[src/common/spmg_consts.svh]
// Register offsets, field positions, mode codes and timing counts
`ifndef SPMG_CONSTS_SVH
`define SPMG_CONSTS_SVH

`define SPMG_ADDR_W          8
`define SPMG_DATA_W          8
`define SPMG_OFF_SMC         8'h33
`define SPMG_OFF_PR_LOW      8'h64
`define SPMG_OFF_PR_HIGH     8'h65
`define SPMG_OFF_STATUS      8'h36

`define SPMG_SE_BIT          0
`define SPMG_SM_LSB          1
`define SPMG_SM_MSB          3
`define SPMG_RESET_BYTE      8'h00

`define SPMG_SM_IDLE         3'h0
`define SPMG_SM_PDOWN        3'h2
`define SPMG_SM_PSAVE        3'h3
`define SPMG_SM_STBY         3'h6
`define SPMG_SM_XSTBY        3'h7

`define SPMG_CNT_W           12
`define SPMG_STBY_WAKE_CK    12'h006
`define SPMG_HALT_EXTRA_CK   12'h004
`define SPMG_START_CK0       12'h010
`define SPMG_START_CK1       12'h040
`define SPMG_START_CK2       12'h100
`define SPMG_START_CK3       12'h400
`define SPMG_XTAL_FUSE_BIT   3

`define SPMG_NUM_PERIPH      16

`endif

[src/common/spmg_pkg.sv]
// Types shared by the sleep and power gating controller
package spmg_pkg;

    typedef enum logic [2:0] {
        SPMG_MODE_IDLE,
        SPMG_MODE_PDOWN,
        SPMG_MODE_PSAVE,
        SPMG_MODE_STBY,
        SPMG_MODE_XSTBY
    } spmg_mode_e;

    typedef enum logic [1:0] {
        SPMG_ST_ACTIVE,
        SPMG_ST_SLEEP,
        SPMG_ST_START,
        SPMG_ST_HOLD
    } spmg_state_e;

    typedef struct packed {
        logic       twi_addr_match;
        logic [3:0] upper_external_irqs;
        logic [3:0] upper_level_mode;
        logic [3:0] lower_external_irqs;
        logic       pin_change_irq;
        logic       usb_async_wakeup_irq;
        logic       wdt_irq;
        logic       any_enabled_irq;
    } spmg_wake_s;

    typedef struct packed {
        logic cpu;
        logic flash;
        logic io;
        logic osc;
    } spmg_clk_s;

endpackage : spmg_pkg

[src/rtl/spmg_count.sv]
// Loadable down counter used for start-up and halt delays
`timescale 1ns/100ps
`include "spmg_consts.svh"

module spmg_count #(
    parameter int W = `SPMG_CNT_W
) (
    input  wire logic         sys_clk,
    input  wire logic         rst_n,
    input  wire logic         load,
    input  wire logic [W-1:0] load_val,
    output logic              busy,
    output logic              done
);
    logic [W-1:0] cnt_q;

    always_ff @(posedge sys_clk) begin
        if (!rst_n) begin
            cnt_q <= '0;
        end else if (load) begin
            cnt_q <= load_val;
        end else if (cnt_q != '0) begin
            cnt_q <= cnt_q - W'(1);
        end
    end

    assign busy = (cnt_q != '0);
    assign done = (cnt_q == W'(1)) && !load;

endmodule : spmg_count

[src/rtl/spmg_top.sv]
// Sleep mode sequencer, clock gating and power reduction registers
//
// Chosen here: the address-and-strobe port.
`timescale 1ns/100ps
`include "spmg_consts.svh"

// Contract
// - Mode 010 with enable enters power-down
// - Power-down stops oscillator and all clocks
// - Interrupt logic, TWI, watchdog keep running
// - Only listed sources wake from power-down
// - Fuse-selected restart delay before wake
// - Mode 011 power-save equals power-down
// - Mode 110 standby, oscillator on, six cycles
// - Mode 111 extended standby like standby
// - Mode field bits 3:1, three reserved codes
// - Reduction bit stops clock, blocks access
// - Clearing bit restarts clock, state kept
// - Gating works in active and idle
// - Comparator off in non-idle sleep modes
// - Reference on only for detector or comparator
// - Brown-out and watchdog run in sleep
// - Input buffers off when I/O clock stops
// - Debug fuse keeps main clock running
// - Bits 7:4 read zero, reset zero
// - Halt sleeps only with enable bit set
// - Mode 000 idle stops CPU, flash
// - Wake halts four cycles past start-up
// - Reset during sleep wakes to vector
module spmg_top
    import spmg_pkg::*;
(
    input  wire logic                       sys_clk,
    input  wire logic                       rst_n,
    input  wire logic [`SPMG_ADDR_W-1:0]    reg_addr,
    input  wire logic [`SPMG_DATA_W-1:0]    reg_wdata,
    input  wire logic                       reg_wr,
    input  wire logic                       reg_rd,
    output logic      [`SPMG_DATA_W-1:0]    reg_rdata,
    input  wire logic                       halt_exec,
    input  wire spmg_wake_s                 wake_in,
    input  wire logic [3:0]                 clock_source_fuses,
    input  wire logic [2:0]                 brownout_level_fuses,
    input  wire logic                       debug_enable_fuse,
    input  wire logic                       twi_enabled,
    input  wire logic                       wdt_enabled,
    input  wire logic                       acmp_enabled,
    input  wire logic                       acmp_uses_vref,
    input  wire logic                       wake_pins_armed,
    output spmg_clk_s                       clk_en,
    output logic [`SPMG_NUM_PERIPH-1:0]     periph_clk_en,
    output logic [`SPMG_NUM_PERIPH-1:0]     periph_io_en,
    output logic                            cpu_halted,
    output logic                            cpu_resume,
    output logic                            twi_run,
    output logic                            wdt_run,
    output logic                            ext_int_run,
    output logic                            bod_run,
    output logic                            acmp_run,
    output logic                            vref_en,
    output logic                            digital_in_en,
    output logic                            wake_in_en
);

    // Register state
    logic [2:0]  sleep_mode_select_q;
    logic        sleep_enable_bit_q;
    logic [7:0]  power_reduction_low_q;
    logic [7:0]  power_reduction_high_q;
    logic [`SPMG_DATA_W-1:0] rdata_q;

    // Sequencer state
    spmg_state_e state_q;
    spmg_state_e state_d;
    spmg_mode_e  mode_q;
    spmg_mode_e  mode_d;
    spmg_mode_e  mode_eff;
    spmg_clk_s   clk_q;
    spmg_clk_s   clk_d;
    logic        resume_q;

    // Decode and wake qualification
    logic        xtal_sel;
    logic        sleep_req;
    logic        deep_mode;
    logic        osc_kept;
    logic        wake_deep;
    logic        wake_any;
    logic [`SPMG_CNT_W-1:0] start_ck;
    logic        start_load;
    logic        start_busy;
    logic        start_done;
    logic        hold_load;
    logic        hold_done;
    logic [`SPMG_NUM_PERIPH-1:0] pr_bits;

    assign xtal_sel = clock_source_fuses[`SPMG_XTAL_FUSE_BIT];
    assign sleep_req = halt_exec && sleep_enable_bit_q;

    // Map the written field to a sleep mode
    always_comb begin
        unique case (sleep_mode_select_q)
            `SPMG_SM_IDLE:  mode_d = SPMG_MODE_IDLE;
            `SPMG_SM_PDOWN: mode_d = SPMG_MODE_PDOWN;
            `SPMG_SM_PSAVE: mode_d = SPMG_MODE_PSAVE;
            // Without a crystal the oscillator may not be left
            // unattended, so standby falls back to power-down.
            `SPMG_SM_STBY:
                mode_d = xtal_sel ? SPMG_MODE_STBY
                                  : SPMG_MODE_PDOWN;
            `SPMG_SM_XSTBY:
                mode_d = xtal_sel ? SPMG_MODE_XSTBY
                                  : SPMG_MODE_PSAVE;
            default:        mode_d = SPMG_MODE_IDLE;
        endcase
    end

    // At entry the new mode is not latched yet, so the enables for
    // that edge must see the decoded field itself.
    assign mode_eff  = (state_q == SPMG_ST_ACTIVE) ? mode_d : mode_q;
    assign deep_mode = (mode_eff != SPMG_MODE_IDLE);
    assign osc_kept  = (mode_eff == SPMG_MODE_STBY) ||
                       (mode_eff == SPMG_MODE_XSTBY);

    // Upper lines wake deep sleep only in level mode
    assign wake_deep = (wake_in.twi_addr_match && twi_enabled) ||
                       (|(wake_in.upper_external_irqs &
                          wake_in.upper_level_mode)) ||
                       (|wake_in.lower_external_irqs) ||
                       wake_in.pin_change_irq ||
                       wake_in.usb_async_wakeup_irq ||
                       (wake_in.wdt_irq && wdt_enabled);
    assign wake_any = deep_mode ? wake_deep
                                : (wake_deep || wake_in.any_enabled_irq);

    // Restart delay follows the same fuses as the reset time-out
    always_comb begin
        unique case (clock_source_fuses[1:0])
            2'h0:    start_ck = `SPMG_START_CK0;
            2'h1:    start_ck = `SPMG_START_CK1;
            2'h2:    start_ck = `SPMG_START_CK2;
            default: start_ck = `SPMG_START_CK3;
        endcase
    end

    // Sequencer
    always_comb begin
        state_d    = state_q;
        start_load = 1'b0;
        hold_load  = 1'b0;
        unique case (state_q)
            SPMG_ST_ACTIVE: begin
                if (sleep_req) begin
                    state_d = SPMG_ST_SLEEP;
                end
            end
            SPMG_ST_SLEEP: begin
                if (wake_any) begin
                    if (!deep_mode) begin
                        state_d   = SPMG_ST_HOLD;
                        hold_load = 1'b1;
                    end else begin
                        state_d    = SPMG_ST_START;
                        start_load = 1'b1;
                    end
                end
            end
            SPMG_ST_START: begin
                if (start_done) begin
                    state_d   = SPMG_ST_HOLD;
                    hold_load = 1'b1;
                end
            end
            SPMG_ST_HOLD: begin
                if (hold_done) begin
                    state_d = SPMG_ST_ACTIVE;
                end
            end
        endcase
    end

    // Reset from any state returns straight to execution
    always_ff @(posedge sys_clk) begin
        if (!rst_n) begin
            state_q <= SPMG_ST_ACTIVE;
        end else begin
            state_q <= state_d;
        end
    end

    // Mode is frozen at entry so later field writes cannot alter it
    always_ff @(posedge sys_clk) begin
        if (!rst_n) begin
            mode_q <= SPMG_MODE_IDLE;
        end else if (state_q == SPMG_ST_ACTIVE && sleep_req) begin
            mode_q <= mode_d;
        end
    end

    always_ff @(posedge sys_clk) begin
        if (!rst_n) begin
            resume_q <= 1'b0;
        end else begin
            resume_q <= (state_q == SPMG_ST_HOLD) && hold_done;
        end
    end

    spmg_count #(
        .W        (`SPMG_CNT_W)
    ) u_start_cnt (
        .sys_clk  (sys_clk),
        .rst_n    (rst_n),
        .load     (start_load),
        .load_val (osc_kept ? `SPMG_STBY_WAKE_CK : start_ck),
        .busy     (start_busy),
        .done     (start_done)
    );

    spmg_count #(
        .W        (`SPMG_CNT_W)
    ) u_hold_cnt (
        .sys_clk  (sys_clk),
        .rst_n    (rst_n),
        .load     (hold_load),
        .load_val (`SPMG_HALT_EXTRA_CK),
        .busy     (),
        .done     (hold_done)
    );

    // Clock enables for the next state, registered so that all
    // gated domains switch on one edge.
    always_comb begin
        clk_d = '{cpu: 1'b1, flash: 1'b1, io: 1'b1, osc: 1'b1};
        unique case (state_d)
            SPMG_ST_ACTIVE: begin
                clk_d = '{cpu: 1'b1, flash: 1'b1, io: 1'b1, osc: 1'b1};
            end
            SPMG_ST_SLEEP: begin
                clk_d.cpu   = 1'b0;
                clk_d.flash = 1'b0;
                clk_d.io    = !deep_mode;
                clk_d.osc   = !deep_mode || osc_kept ||
                              debug_enable_fuse;
            end
            SPMG_ST_START: begin
                // Oscillator restarts, domains stay gated
                clk_d.cpu   = 1'b0;
                clk_d.flash = 1'b0;
                clk_d.io    = 1'b0;
                clk_d.osc   = 1'b1;
            end
            SPMG_ST_HOLD: begin
                clk_d.cpu   = 1'b0;
                clk_d.flash = 1'b1;
                clk_d.io    = 1'b1;
                clk_d.osc   = 1'b1;
            end
        endcase
    end

    always_ff @(posedge sys_clk) begin
        if (!rst_n) begin
            clk_q <= '{cpu: 1'b1, flash: 1'b1, io: 1'b1, osc: 1'b1};
        end else begin
            clk_q <= clk_d;
        end
    end

    // Sleep mode control register
    always_ff @(posedge sys_clk) begin
        if (!rst_n) begin
            sleep_mode_select_q <= 3'h0;
            sleep_enable_bit_q  <= 1'b0;
        end else if (reg_wr && reg_addr == `SPMG_OFF_SMC) begin
            sleep_mode_select_q <=
                reg_wdata[`SPMG_SM_MSB:`SPMG_SM_LSB];
            sleep_enable_bit_q  <= reg_wdata[`SPMG_SE_BIT];
        end
    end

    // Power reduction registers hold their value across sleep,
    // so a gated peripheral resumes exactly where it stopped.
    always_ff @(posedge sys_clk) begin
        if (!rst_n) begin
            power_reduction_low_q  <= `SPMG_RESET_BYTE;
            power_reduction_high_q <= `SPMG_RESET_BYTE;
        end else if (reg_wr) begin
            if (reg_addr == `SPMG_OFF_PR_LOW) begin
                power_reduction_low_q <= reg_wdata;
            end
            if (reg_addr == `SPMG_OFF_PR_HIGH) begin
                power_reduction_high_q <= reg_wdata;
            end
        end
    end

    assign pr_bits = {power_reduction_high_q, power_reduction_low_q};

    // Read data stand for exactly one cycle; unmapped reads zero
    always_ff @(posedge sys_clk) begin
        if (!rst_n) begin
            rdata_q <= `SPMG_RESET_BYTE;
        end else if (reg_rd) begin
            unique case (reg_addr)
                `SPMG_OFF_SMC:
                    rdata_q <= {4'h0, sleep_mode_select_q,
                                sleep_enable_bit_q};
                `SPMG_OFF_PR_LOW:  rdata_q <= power_reduction_low_q;
                `SPMG_OFF_PR_HIGH: rdata_q <= power_reduction_high_q;
                `SPMG_OFF_STATUS:
                    rdata_q <= {1'b0, start_busy, state_q,
                                1'b0, mode_q};
                default:           rdata_q <= 8'h00;
            endcase
        end else begin
            rdata_q <= 8'h00;
        end
    end

    assign reg_rdata = rdata_q;

    // Per-peripheral gating; works whenever the I/O clock runs,
    // i.e. in active and idle alike.
    assign periph_clk_en = {`SPMG_NUM_PERIPH{clk_q.io}} &
                           ~pr_bits;
    // Bus access to a gated peripheral is blocked; the peripheral
    // still holds its resources, which software must release.
    assign periph_io_en  = ~pr_bits;

    assign clk_en     = clk_q;
    assign cpu_halted = !clk_q.cpu;
    assign cpu_resume = resume_q;

    // Asynchronous helpers
    assign twi_run     = twi_enabled;
    assign wdt_run     = wdt_enabled;
    assign ext_int_run = 1'b1;
    assign bod_run     = (brownout_level_fuses != 3'h7);

    // Comparator follows its enable except from entry to resume of a non-idle sleep mode,
    // but a reference user keeps the reference alive.
    assign acmp_run = acmp_enabled &&
                      !((state_q != SPMG_ST_ACTIVE) &&
                        deep_mode);
    assign vref_en  = bod_run ||
                      (acmp_enabled && acmp_uses_vref);

    assign digital_in_en = clk_q.io;
    assign wake_in_en    = clk_q.io || wake_pins_armed;

endmodule : spmg_top

[config.mk]
export PLATFORM = sky130hd
export DESIGN_NAME = spmg_top
export DESIGN_NICKNAME = d
export VERILOG_FILES = /design/src/common/spmg_pkg.sv /design/src/rtl/spmg_count.sv /design/src/rtl/spmg_top.sv
export VERILOG_INCLUDE_DIRS = /design/src /design/src/common
export SDC_FILE = /design/constraint.sdc
export NUM_CORES = 1
export LEC_CHECK = 0
export ABC_AREA = 1
export BUFFER_PORTS_ARGS = -buffer_cell sky130_fd_sc_hd__buf_2
export CAP_MARGIN = 15
export CORE_ASPECT_RATIO = 0.75
export CORE_MARGIN = 2
export CORE_UTILIZATION = 53
export CTS_CLUSTER_DIAMETER = 40
export DETAILED_ROUTE_END_ITERATION = 8
export GPL_ROUTABILITY_DRIVEN = 0
export PLACE_DENSITY = 0.84
export SYNTH_ARGS = -nofsm -noshare
export SYNTH_HDL_FRONTEND = slang
export SYNTH_HIERARCHICAL = 1
export SYNTH_SLANG_ARGS = --single-unit
[constraint.sdc]
create_clock -name sys_clk -period 4.5 [get_ports sys_clk]
set_input_delay 0.225 -clock sys_clk [delete_from_list [all_inputs] [get_ports sys_clk]]
set_output_delay 0.225 -clock sys_clk [all_outputs]
set_load 0.02 [all_outputs]
==> run metrics <==
Antenna Nets Post-Route=0; routing usage on met1=about a third; RSZ-0062 raised after global routing=false; fmax=about 0.25 GHz; final wirelength=approximately 9800 um; dpl cells=747; Root Driver=clkbuf_8; Peak VDD IR=0.3214 mV; I/O Pins=~110; met3 usage=roughly 6.2%; nets@finish=about 740; TNS Setup=0 ns; Worst-Skew Late Latency=around 0.34 ns; mean post-synth cell area=6.800 um2; worst r2r dst=digital_in_en; Crit Path Category=register to register; clk sink count=62; Switching Power=approximately 1.5 mW; Buf/Inv on CP=7; GRT Max-Usage Layer=met2; combinational share of power=57.1%; drt initial violations=approximately 250; initial antenna violation count=0; DR vias=approximately 4000; cells after synthesis=around 550; ratio of cells with drive above 1 in the final layout=a little over a quarter; Area Overhead vs Synth=21.59%; nature of the critical path startpoint=register; drc violations=0; Min-Delay Path Class=input port to register; Max-cap violations=0; clock tree from TritonCTS=built; crit end category=register; Least-Margin Pin Slew=0.5658 ns; CP endpoint=digital_in_en; r2r startpoint=state_q[0]; row cnt=26; final hold violations=0; Power Density=about 660 mW/mm2; Clock Skews=0.008939 ns; crit-path leading delay family=simple AND/OR/NAND/NOR gates; ant diodes=0; vias per std cell=5.243; post-route cell area=0.004581 mm2; Flop pwr share=26.9%; hpwl dp=7473 um; fin crit period=~4 ns; Die Wd=~100 um; Post-DP Area=about 0.0044 mm2; Die H=about 77 um; cell-internal power=around 1.6 mW; drt first pass iters=4; final non-filler cell total=762; period utilisation layout=approximately 90%; vias in the first global route=3675; Crit-path slowest cell=dfxtp_1; reg2reg setup slack=around 0.44 ns; first-pass GRT wire length=16170 um; final max-slew violation count=0; met2 usage=41.46%; clock power share=16.0%; largest net degree at the start of global routing=27; DIE AREA=between 0.007 and 0.008 mm2; status=completed; Stages on worst setup path=28; Ys Warns=6; total gr overflow=0; Final setup viols=0; clock slew at reported path FFs=roughly 0.07 ns; PortBufs=between 100 and 150; reg2reg path depth=28; Crit path arrival time=~4.3 ns; Crit Path Max Fanout=13; drt wl/cell=between 10 and 15 um; CTS buffer count=9; P_leak=between 2 and 2.5 nW; Sw Share=around half; CP required=around 4.7 ns; Synth Cell Area=0.003767 mm2; Initial Util=a little under three fifths; worst setup path startpoint=state_q[0]; CP max stage delay=between 0.3 and 0.4 ns; overall fraction of global-route tracks in use=approximately a quarter; headroom to the max-slew limit=62.18%; core footprint=about 0.007 mm2; Clock Tree Buf Depth=2; fillcell total=slightly below 600; H-tree depth=3
## per-stage QoR
stage	hold slack, ns	util (%)	setup slack (ns)	total power, mW
4_1_cts	0.1604	67.05	0.4211	2.994
6_report	0.1680	67.05	0.4441	3.005
2_1_floorplan	0.3335	-	0.6770	2.128
5_1_grt	0.1778	67.05	0.05951	3.268
3_3_place_gp	0.4704	64.29	0.7280	2.435
3_5_place_dp	0.4799	64.29	0.4384	2.503
## power by group through the flow
stage / registers (mW) / clock network (mW) / logic, mW
floorplan: 0.802 / 0 / 1.33
global placement: 0.810 / 0 / 1.63
detailed placement: 0.814 / 0 / 1.69
CTS: 0.805 / 0.488 / 1.70
global route: 0.823 / 0.511 / 1.93
finish: 0.808 / 0.480 / 1.72
## layer usage
| layer | vias to the layer above | wire length, um |
|---|---|---|
| met4 | 0 | 177 |
| li1 | 2003 | - |
| met5 | - | 0 |
| met2 | 170 | 4518 |
| met1 | 1803 | 4328 |
| met3 | 19 | 737 |
## worst register-to-register path: cells and delay by family (launching register included)
kind	cells	cell delay [ns]
AOI/OAI and AO/OA	4	0.71
adders and majority gates	2	0.47
buffers and inverters	7	0.87
DFF	1	0.39
and+or+nand+nor	15	1.50
## sequential cells by signal (all words and copies together) (netlist names)
name                    cells
reg_rdata                   8
state_q                     2
power_reduction_low_q       8
u_hold_cnt/cnt_q           12
power_reduction_high_q      8
cpu_resume                  1
sleep_mode_select_q         3
clk_en                      3
sleep_enable_bit_q          1
mode_q                      3
digital_in_en               1
u_start_cnt/cnt_q          12
## layout make-up
cell class                      instances  area [um2]  share of cell area, %
Clock buffer                           11       141.4                  3.087
Clock inverter                          4       47.55                  1.038
Inverter                               81       304.0                  6.638
Multi-Input combinational cell        415        2208                  48.21
Sequential cell                        62        1241                  27.10
Tap cell                               84       105.1                  2.294
Timing Repair Buffer                  105       533.0                  11.64
## cell usage in the layout, fill, tap and decap left out, types with 10 or more instances in the layout
cell type    n
nand3_1     44
nor2_1      72
clkbuf_8    10
nand2_1     96
dfxtp_1     62
nand2_2     14
o21ai_0     36
a21oi_1     39
nor2_2      16
buf_2      102
inv_1       74
ha_1        14
conb_1      19
## worst min-delay path by stage
stage	cells past startpoint	startpoint	slack, ns	to
final	3	reg_wdata[7]	0.17	power_reduction_low_q[7]
after global routing	3	reg_wdata[1]	0.18	sleep_mode_select_q[0]
after CTS	3	reg_wdata[7]	0.16	power_reduction_low_q[7]
after detailed placement	2	sleep_enable_bit_q	0.48	sleep_enable_bit_q
after global placement	2	power_reduction_high_q[7]	0.47	power_reduction_high_q[7]
after floorplan	2	rst_n	0.33	u_hold_cnt/cnt_q[1]
## what timing repair did
action	CTS	global route
hold buffers	0	0
buffers inserted	0	0
endpoints found under the hold margin	0	0
gates resized for setup	0	1
endpoints found under the setup margin	0	1
(Power assumes the default switching activity.)
